===== src/shared/timer_defines.svh =====
`ifndef TIMER_DEFINES_SVH
`define TIMER_DEFINES_SVH

// Register byte offsets.
`define OFS_COUNTER_VALUE 8'h00
`define OFS_COMPARE_VALUE 8'h04
`define OFS_MATCH_OR_CAPTURE 8'h08
`define OFS_INTERRUPT_FLAGS 8'h0c
`define OFS_CONTROL_PRIMARY 8'h10
`define OFS_NON_OVERLAP_COMPARE 8'h14
`define OFS_CONFIGURATION 8'h18
`define OFS_WAKEUP_STATUS 8'h1c

// Field positions in control_primary.
`define MODE_SELECT_LSB 0
`define MODE_SELECT_MSB 3
`define PRESCALE_SELECT_LSB 4
`define PRESCALE_SELECT_MSB 7
`define POLARITY_SELECT_BIT 8
`define TIMER_ENABLE_BIT 9
`define OUTPUT_ENABLE_BIT 10

// Field positions in configuration and interrupt_flags.
`define CASCADE_SELECT_BIT 0
`define INTERRUPT_ENABLE_BIT 1
`define INTERRUPT_FLAG_BIT 0

// Mode codes.
`define MODE_COMPARE 4'h5
`define MODE_GATED 4'h6
`define MODE_CAPTURE_COMPARE 4'h7
`define MODE_DUAL_EDGE 4'h8
`define MODE_INACTIVE_GATED 4'he

// Reset and restart values, and counter width masks.
`define RST_COUNTER_VALUE 32'h0000_0000
`define RST_COMPARE_VALUE 32'h0000_0000
`define RST_CONTROL_PRIMARY 32'h0000_0000
`define RST_CONFIGURATION 32'h0000_0001
`define RESTART_COMPARE 32'h0000_0000
`define RESTART_OTHER 32'h0000_0001
`define MASK_CASCADED 32'hffff_ffff
`define MASK_DUAL_HALF 32'h0000_ffff

// Bus encodings.
`define AHB_SIZE_WORD 3'h2
`define AHB_RESP_OKAY 1'h0

`endif


===== src/shared/timer_pkg.sv =====
package timer_pkg;

    typedef enum logic {
        CAP_WAIT,
        CAP_RUN
    } cap_state_e;

    typedef struct packed {
        logic [15:0] cnt;
        logic tick;
    } prescale_state_s;

    typedef struct packed {
        logic [31:0] cnt;
        logic [31:0] cmp;
        logic [31:0] cap;
        logic [31:0] nolcmp;
        logic [31:0] ctrl0;
        logic [31:0] ctrl1;
        logic irq;
        cap_state_e cst;
        logic in_prev;
        logic tog;
        logic pin;
        logic pin_n;
        logic wr_pend;
        logic [7:0] wr_addr;
        logic rd_pend;
        logic [7:0] rd_addr;
        logic [31:0] rdata;
        logic ready;
        logic resp;
    } timer_state_s;

endpackage


===== src/core/timer_core.sv =====
// Local design decision: the AHB-Lite interface to the registers.
`timescale 1ns/1ps
`include "timer_defines.svh"

module timer_core (
    input wire logic clk_i,
    input wire logic nrst_i,
    input wire logic hsel_i,
    input wire logic [31:0] haddr_i,
    input wire logic [1:0] htrans_i,
    input wire logic hwrite_i,
    input wire logic [2:0] hsize_i,
    input wire logic [31:0] hwdata_i,
    input wire logic hready_i,
    output logic [31:0] hrdata_o,
    output logic hreadyout_o,
    output logic hresp_o,
    input wire logic tmr_in_i,
    output logic tmr_out_o,
    output logic tmr_out_n_o
);
    import timer_pkg::*;

    timer_state_s st_q;
    timer_state_s st_d;

    logic tick;
    logic [3:0] mode;
    logic pol;
    logic en;
    logic oe;
    logic [31:0] mask;
    logic at_cmp;
    logic [31:0] inc;
    logic rise;
    logic fall;
    logic sel_edge;
    logic active;
    logic irq_set;
    logic addr_ok;
    logic sw_cnt_wr;
    logic sw_irq_clr;

    // Counter arithmetic follows the configured width.
    function automatic logic [31:0] width_mask(input logic cascade);
        width_mask = cascade ? `MASK_CASCADED : `MASK_DUAL_HALF;
    endfunction

    function automatic logic [31:0] read_reg(input timer_state_s s,
                                             input logic [7:0] a);
        case (a)
            `OFS_COUNTER_VALUE: read_reg = s.cnt;
            `OFS_COMPARE_VALUE: read_reg = s.cmp;
            `OFS_MATCH_OR_CAPTURE: read_reg = s.cap;
            `OFS_INTERRUPT_FLAGS: read_reg = {31'h0, s.irq};
            `OFS_CONTROL_PRIMARY: read_reg = s.ctrl0;
            `OFS_NON_OVERLAP_COMPARE: read_reg = s.nolcmp;
            `OFS_CONFIGURATION: read_reg = s.ctrl1;
            default: read_reg = 32'h0000_0000;
        endcase
    endfunction

    assign mode = st_q.ctrl0[`MODE_SELECT_MSB:`MODE_SELECT_LSB];
    assign pol = st_q.ctrl0[`POLARITY_SELECT_BIT];
    assign en = st_q.ctrl0[`TIMER_ENABLE_BIT];
    assign oe = st_q.ctrl0[`OUTPUT_ENABLE_BIT];
    assign mask = width_mask(st_q.ctrl1[`CASCADE_SELECT_BIT]);
    assign at_cmp = ((st_q.cnt & mask) == (st_q.cmp & mask));
    assign inc = (st_q.cnt + 32'h0000_0001) & mask;
    assign rise = tmr_in_i & ~st_q.in_prev;
    assign fall = ~tmr_in_i & st_q.in_prev;
    assign active = (tmr_in_i != pol);
    assign addr_ok = hsel_i & htrans_i[1] & hready_i;
    assign sw_cnt_wr = st_q.wr_pend && (st_q.wr_addr == `OFS_COUNTER_VALUE);
    assign sw_irq_clr = st_q.wr_pend
                        && (st_q.wr_addr == `OFS_INTERRUPT_FLAGS)
                        && hwdata_i[`INTERRUPT_FLAG_BIT];

    always_comb begin
        if (mode == `MODE_DUAL_EDGE) begin
            sel_edge = rise | fall;
        end else begin
            sel_edge = pol ? rise : fall;
        end
    end

    timer_prescaler u_prescaler (
        .clk_i(clk_i),
        .nrst_i(nrst_i),
        .en_i(en),
        .pres_i(st_q.ctrl0[`PRESCALE_SELECT_MSB:`PRESCALE_SELECT_LSB]),
        .tick_o(tick)
    );

    always_comb begin
        st_d = st_q;
        irq_set = 1'b0;

        // Bus slave: writes take effect in the data phase with no wait state;
        // reads add one wait state so a read never sees a stale write.
        st_d.wr_pend = 1'b0;
        st_d.rd_pend = 1'b0;
        st_d.ready = 1'b1;
        st_d.resp = `AHB_RESP_OKAY;
        if (addr_ok) begin
            if (hwrite_i) begin
                st_d.wr_pend = (hsize_i == `AHB_SIZE_WORD);
                st_d.wr_addr = haddr_i[7:0];
            end else begin
                st_d.rd_pend = 1'b1;
                st_d.rd_addr = haddr_i[7:0];
                st_d.ready = 1'b0;
            end
        end
        if (st_q.rd_pend) begin
            st_d.rdata = read_reg(st_q, st_q.rd_addr);
        end

        // Counting engine, advanced once per timer clock tick.
        if (!en) begin
            st_d.in_prev = tmr_in_i;
            st_d.cst = CAP_WAIT;
            st_d.tog = pol;
        end else if (tick) begin
            st_d.in_prev = tmr_in_i;
            case (mode)
                `MODE_COMPARE: begin
                    if (at_cmp) begin
                        st_d.cnt = `RESTART_COMPARE;
                        irq_set = 1'b1;
                        st_d.tog = ~st_q.tog;
                    end else begin
                        st_d.cnt = inc;
                    end
                end
                `MODE_GATED, `MODE_INACTIVE_GATED: begin
                    if (active) begin
                        if (at_cmp) begin
                            st_d.cnt = `RESTART_OTHER;
                            st_d.tog = ~st_q.tog;
                            irq_set = (mode == `MODE_GATED);
                        end else begin
                            st_d.cnt = inc;
                        end
                    end else if (mode == `MODE_INACTIVE_GATED) begin
                        irq_set = 1'b1;
                    end
                end
                `MODE_CAPTURE_COMPARE, `MODE_DUAL_EDGE: begin
                    if (st_q.cst == CAP_WAIT) begin
                        // The arming edge counts for nothing else.
                        if (sel_edge) begin
                            st_d.cst = CAP_RUN;
                        end
                    end else if (sel_edge) begin
                        st_d.cap = st_q.cnt;
                        st_d.cnt = `RESTART_OTHER;
                        irq_set = 1'b1;
                    end else if (at_cmp) begin
                        st_d.cnt = `RESTART_OTHER;
                        irq_set = 1'b1;
                    end else begin
                        st_d.cnt = inc;
                    end
                end
                default: begin
                end
            endcase
        end

        // Register writes; a count written while idle seeds only the first
        // period, since every period end reloads the fixed restart value.
        if (st_q.wr_pend) begin
            case (st_q.wr_addr)
                `OFS_COUNTER_VALUE: st_d.cnt = hwdata_i;
                `OFS_COMPARE_VALUE: st_d.cmp = hwdata_i;
                `OFS_MATCH_OR_CAPTURE: st_d.cap = hwdata_i;
                `OFS_CONTROL_PRIMARY: st_d.ctrl0 = hwdata_i;
                `OFS_NON_OVERLAP_COMPARE: st_d.nolcmp = hwdata_i;
                `OFS_CONFIGURATION: st_d.ctrl1 = hwdata_i;
                default: begin
                end
            endcase
        end

        // A new event in the clearing cycle keeps the flag set.
        st_d.irq = irq_set | (st_q.irq & ~sw_irq_clr);

        // Unless the output is enabled, tmr_out_o rests at the polarity level and tmr_out_n_o at its inverse.
        st_d.pin = oe ? st_d.tog : pol;
        st_d.pin_n = oe ? ~st_d.tog : ~pol;
    end

    always_ff @(posedge clk_i) begin
        if (!nrst_i) begin
            st_q <= '0;
            st_q.cnt <= `RST_COUNTER_VALUE;
            st_q.cmp <= `RST_COMPARE_VALUE;
            st_q.ctrl0 <= `RST_CONTROL_PRIMARY;
            st_q.ctrl1 <= `RST_CONFIGURATION;
            st_q.pin_n <= 1'b1;
            st_q.ready <= 1'b1;
        end else begin
            st_q <= st_d;
        end
    end

    assign hrdata_o = st_q.rdata;
    assign hreadyout_o = st_q.ready;
    assign hresp_o = st_q.resp;
    assign tmr_out_o = st_q.pin;
    assign tmr_out_n_o = st_q.pin_n;

    logic run_tick;
    assign run_tick = en && tick && !sw_cnt_wr;
endmodule // timer_core


===== src/core/timer_prescaler.sv =====
`timescale 1ns/1ps
`include "timer_defines.svh"

module timer_prescaler (
    input wire logic clk_i,
    input wire logic nrst_i,
    input wire logic en_i,
    input wire logic [3:0] pres_i,
    output logic tick_o
);
    import timer_pkg::*;

    prescale_state_s st_q;
    prescale_state_s st_d;
    logic [15:0] limit;

    // The timer clock is one tick every two to the power of pres_i cycles.
    always_comb begin
        limit = (16'h0001 << pres_i) - 16'h0001;
        st_d = st_q;
        st_d.tick = 1'b0;
        if (!en_i) begin
            st_d.cnt = 16'h0000;
        end else if (st_q.cnt >= limit) begin
            st_d.cnt = 16'h0000;
            st_d.tick = 1'b1;
        end else begin
            st_d.cnt = st_q.cnt + 16'h0001;
        end
    end

    always_ff @(posedge clk_i) begin
        if (!nrst_i) begin
            st_q <= '0;
        end else begin
            st_q <= st_d;
        end
    end

    assign tick_o = st_q.tick;

endmodule // timer_prescaler


===== config.mk =====
export PLATFORM = sky130hd
export DESIGN_NAME = timer_core
export DESIGN_NICKNAME = d
export VERILOG_FILES = /design/src/shared/timer_pkg.sv /design/src/core/timer_core.sv /design/src/core/timer_prescaler.sv
export VERILOG_INCLUDE_DIRS = /design/src /design/src/shared
export SDC_FILE = /design/constraint.sdc
export NUM_CORES = 1
export LEC_CHECK = 0
export CAP_MARGIN = 20
export CORE_MARGIN = 2
export CORE_UTILIZATION = 45
export CTS_CLUSTER_SIZE = 20
export DETAILED_ROUTE_END_ITERATION = 8
export DONT_BUFFER_PORTS = 1
export SYNTH_ARGS = -nofsm -noshare
export SYNTH_HDL_FRONTEND = slang
export SYNTH_SLANG_ARGS = --single-unit

===== constraint.sdc =====
create_clock -name clk_i -period 3.86 [get_ports clk_i]
set_input_delay 0.193 -clock clk_i [delete_from_list [all_inputs] [get_ports clk_i]]
set_output_delay 0.193 -clock clk_i [all_outputs]
set_load 0.005 [all_outputs]

* Word-level counts from Yosys, hierarchy flattened
Cells that the tools add are included.
** Word-level totals
- Register bits after elaboration :: 267
- Latch bits :: 0
- Bits in writable memories :: 0
- ROM bits :: 0
- Bits of input ports :: 75
- Output and inout port bits :: 36
- Memories :: 0
** Cells by class
- Add/sub/neg operators :: 3
- Multipliers :: 0
- Div/mod/pow operators :: 0
- Magnitude comparators :: 1
- Equal/unequal tests :: 21
- Shift operators :: 1
- Mux-type cells :: 46
- Bitwise gates (word level) :: 19
- Reductions and logical operators :: 17
** Operators by type and width (number)
- $mux W32 :: 19
- $pmux W32 S7 :: 1
- $mux W192 :: 1
- $and A32 B32 Y32 :: 3
- $pmux W32 S3 :: 1
- $eq A8 B5 Y1 const B :: 6
- $add A32 B1 Y32 const B :: 1
- $eq A32 B32 Y1 :: 1
- $eq A8 B4 Y1 const B :: 4
- $mux W1 :: 19
- $reduce_and A2 Y1 :: 9
- $add A16 B1 Y16 const B :: 1
- $eq A8 B3 Y1 const B :: 2
- $ge A16 B16 Y1 :: 1
- $logic_not A8 Y1 :: 2
- $shl A1 B4 Y16 const A :: 1
- $sub A16 B1 Y16 const B :: 1
- $eq A4 B3 Y1 const B :: 3
- $mux W9 :: 1
- $not A1 Y1 :: 9
- $eq A4 B4 Y1 const B :: 2
- $mux W3 :: 2
- $and A1 B1 Y1 :: 5
- $reduce_or A2 Y1 :: 2
- 9 further kinds :: 11

* Longest topological paths before layout
- Depth after elaboration :: 11
- Mapped depth :: 15

* Cells and area by module
A second synthesis with hierarchy kept.
** Second synthesis, totals
- Cell total of the unflattened synthesis :: 1760
- Area total of the unflattened synthesis :: 14351.3 um^2
** Modules (own cells, without submodules)
- timer_core :: instances 1, cells an instance 1598, area an instance 13048.8 um^2
- timer_prescaler :: instances 1, cells an instance 162, area an instance 1302.5 um^2

* Worst setup path before layout
OpenSTA, ideal clock, no wires.
- Kind :: reg2reg
- From :: reg st_q[94] in the netlist's numbering
- To :: reg u_prescaler.st_q[10] in the netlist's numbering
- Library setup time :: 0.128 ns
- Data arrival time :: 2.975 ns
- Path slack :: 0.757 ns
- Stages on the path, launching flop included :: 14
- Path buffers :: 1
- Path through :: dfxtp_1 -> or2_2 -> nand2b_1 -> ha_1 -> or2_2 -> o21ai_0 -> a22o_1 -> a21oi_1 -> ha_1 -> and4_1 -> o2111ai_1 -> o211ai_1 -> clkbuf_1 -> nor2_1
** On the way
- Longest elaborated chain between the ends :: 4
** RTL lines
- from (decl) :: line timer_core.sv:24 : timer_state_s st_q;
- from (signal assigned) :: line timer_core.sv:204 : st_q <= st_d;
- $shl A1 B4 Y16 :: line timer_prescaler.sv:19 : limit = (16'h0001 << pres_i) - 16'h0001;
- $sub A16 B1 Y16 :: line timer_prescaler.sv:19
- $ge A16 B16 Y1 :: line timer_prescaler.sv:24 : end else if (st_q.cnt >= limit) begin
- $reduce_or A3 Y1 (no source line)
- to (signal assigned) :: line timer_prescaler.sv:36 : st_q <= st_d;
- to (decl) :: line timer_prescaler.sv:13 : prescale_state_s st_q;
No other way between the ends.
A chain may end at the register's enable or synchronous reset.

* Final worst setup path
- From :: reg st_q[219] in the netlist's numbering
- To :: reg st_q[242] in the netlist's numbering
** On the way
- Longest elaborated chain between the ends :: 10
- Elaborated cells on any way between the ends :: 14
- Classes of those cells :: add/sub: 1; eq/ne: 1; mux: 10; bitwise: 2
** RTL lines
- $add A32 B1 Y32 or $and A32 B32 Y32 (tied branches) :: line timer_core.sv:69, timer_core.sv:68
- $and A32 B32 Y32 or $eq A32 B32 Y1 (tied branches) :: line timer_core.sv:69, timer_core.sv:68
- $mux W32 :: line timer_core.sv:138, timer_core.sv:159
- $mux W32 :: line timer_core.sv:155 : end else if (sel_edge) begin
- $mux W32 :: line timer_core.sv:150 : if (st_q.cst == CAP_WAIT) begin
- $pmux W32 S3 (*) :: line timer_core.sv:126 : case (mode)
- $mux W32 (*) :: line timer_core.sv:124 : end else if (tick) begin
- $mux W32 (*) :: line timer_core.sv:120 : if (!en) begin
- $mux W32 :: line timer_core.sv:174 : case (st_q.wr_addr)
- $mux W192 (*) :: line timer_core.sv:173 : if (st_q.wr_pend) begin
Every way passes the cells marked *; elsewhere a longest branch is shown, timed or not.

==> reports/results.ini <==
[outcome]
outcome=complete, no violations

[clock_network]
post_cts_buffers=0
tritoncts=yes
clkTransAtPathRegs_ns=0.06
cts-root-buf=clkbuf_16
clk_latency_ns=0.55
htreeDepth=1
cts_buffers=31
cts_resized=0
cts_sinks=266
clockBufferDepth=3

[yosys]
synthesis.area_um2=13100
synth_top_family_by_area=compound AO/OA/AOI/OAI gates
synth_seq_cells=266
yosysSeqAreaShare_pct=40.7
ys_types=69
async_flop_share_pct=0
syn_avg_cell_area_um2=7.95
yosysWarnings=0
synthFlopType=dfxtp_1
synthMuxAreaShare_pct=2.56
synth_edf_count=0
synthAdderAreaFrac_pct=2.01
netlist_instances=1645
synth_compound_area_share_pct=24.6
synthSimpleGateAreaFrac_pct=20.1
synth_nets=1741
synth-xor-area-share_pct=3.35

[critical_path]
startpoint=st_q[219]$_SDFF_PN0_
required_ns=4.30
timing.rr.start=st_q[219]$_SDFF_PN0_
path_max_fanout=19
startpoint_type=register
crit_arrival_ns=3.94
crit_type=reg2reg
worstSetupEndpoint=st_q[242]$_SDFF_PN0_
rrSetupSlack_ns=0.36
ff2ff_path_depth=8
endpoint_kind=register
regToRegEndpoint=st_q[242]$_SDFF_PN0_

[timing]
worst_pin_slew_ns=0.910
fmax_mhz=286
final.setup.worst_slack_ns=0.360
relSlewSlack_pct=39.1
finalSetupViolCount=0
finalHoldViolations=0
fin_crit_ns=3.50
finalSetupTns_ns=0
fin_crit_sh_pct=90.7
final_max_slew_viol_count=0
rsz0062_at_grt=no
skew_ns=0.0109
hold_ws_ns=0.0303

[cells_and_area]
multi_input_area_um2=6930
fillers=2725
layout_common_cells=nand2_1, dfxtp_1, a21oi_1, a22oi_1, nor2_1
finalNonFillerCells=2000
layout.nets=1689
area_growth_pct=11.5
final_common_cell=nand2_1
seq_area_um2=5330
drive_gt1_share_pct=8.79
num_antenna_cells=0

[power]
p_leak_nw=4.69
power_density_nw_per_um2=402
ir_worst_vdd_uv=276

[floorplan]
initial_core_util_pct=45.7
dieArea_um2=30400
ios=111
die_h_um=174
rows=62
fp.dieW_um=174
core_um2=28600

[grt]
overflow=0
grt_pass1_vias=11200
grt_max_degree=103
antenna_found_initial=0
grt_usage_pct=25.1
grt_first_pass_wirelength_um=62200

[route]
vias_per_cell=5.86
ant_nets=0
route.detailed.drc=0
drt-wirelength-per-cell_um=19.4
vias=11700
first_iter_violations=1029
drt_first_pass_iters=6
drt-total-wl_um=38800

[run]
maxCapViolations=0

[placed_design]
port_buffers=0
dp_cells=1895
gp_congestion=0.849
hpwl_um=24300
place_ws_ns=0.581

[hold_path]
holdPathStages=4
hold_class=in2reg

## where the power goes
| group | switching, mW | internal, mW | leakage, nW |
|---|---|---|---|
| registers | 0.00761 | 2.75 | 2.14 |
| clock network | 1.17 | 1.73 | 0.497 |
| logic | 0.146 | 0.0644 | 2.05 |
## registers in the layout (all words and copies together), names as in the netlist, 4 cells and up
name,count
st_q,207
mode,4
hrdata_o,32
u_prescaler.st_q,16
## kinds of logic after synthesis
logic type | after synthesis
other cells | 2
simple gates | 578
xor+xnor | 50
flops | 266
mux | 33
buf+inv | 186
compound gates | 509
fa+ha+maj | 21
## routing by layer
metal	vias up	global-route usage [%]	wire, um
met3	67	4.13	2400
met1	5597	34.7	17900
li1	5704	-	-
met5	-	0	0
met2	349	40.6	17600
met4	0	6.55	852
## Yosys cell counts, types with 8 or more instances
cell / instances / area share (%)
nand2b_1: 40 / 1.9
buf_2: 12 / 0.46
and3_1: 9 / 0.43
xor2_1: 42 / 2.8
nand3_1: 28 / 1.1
nor2_1: 80 / 2.3
a211oi_1: 36 / 2.1
a31oi_1: 24 / 1.1
mux2i_1: 32 / 2.4
o21ai_0: 64 / 2.4
dfxtp_1: 266 / 41
buf_4: 33 / 1.9
a22oi_1: 96 / 5.5
nor4_1: 12 / 0.57
xnor2_1: 8 / 0.54
a21oi_1: 212 / 8.1
a31o_2: 32 / 2.1
nor3_1: 13 / 0.50
clkbuf_1: 117 / 3.4
inv_1: 17 / 0.49
nand2_1: 322 / 9.2
ha_1: 21 / 2.0
or3_1: 15 / 0.72
nand4_1: 17 / 0.81
## worst max-delay path, stage by stage, from the launching register on
cell	delay (ns)
dfxtp_1	0.47
xor2_1	0.16
nor4_1	0.56
nand4_1	0.40
o211ai_4	0.59
nor2_1	0.32
a21oi_1	0.19
a211oi_1	0.09
dlygate4sd3_1	0.60
## worst min path at each step
stage | startpoint | endpoint
4_1_cts | htrans_i[1] | st_q[45]$_SDFFE_PN0P_
5_1_grt | nrst_i | st_q[56]$_SDFFE_PN0P_
6_report | htrans_i[1] | st_q[45]$_SDFFE_PN0P_
3_5_place_dp | hsize_i[0] | st_q[51]$_SDFF_PN0_
3_3_place_gp | hsize_i[0] | st_q[51]$_SDFF_PN0_
2_1_floorplan | hsize_i[0] | st_q[51]$_SDFF_PN0_
## metrics by stage
stage / power (mW) / instance area (um2) / util, %
global placement: 2.95 / 13100 / 45.6
global route: 6.04 / 14600 / 50.9
floorplan: 2.91 / 13100 / -
detailed placement: 2.95 / 13100 / 45.7
finish: 5.87 / 14600 / 50.9
CTS: 5.91 / 14600 / 50.9
## layout make-up
class                      instances  area share, %
tap                              384           3.30
clock inverter                    16           1.12
clock buffer                      40           5.76
multi-input combinational       1193           47.5
timing repair buffer              83           5.29
inverter                          18          0.498
sequential                       266           36.5
## timing repair
action	in CTS	in global routing
hold buffers	49	0
endpoints found under the hold margin	214	0
endpoints found under the setup margin	0	0
No activity file was read; power rests on OpenSTA's default activity.
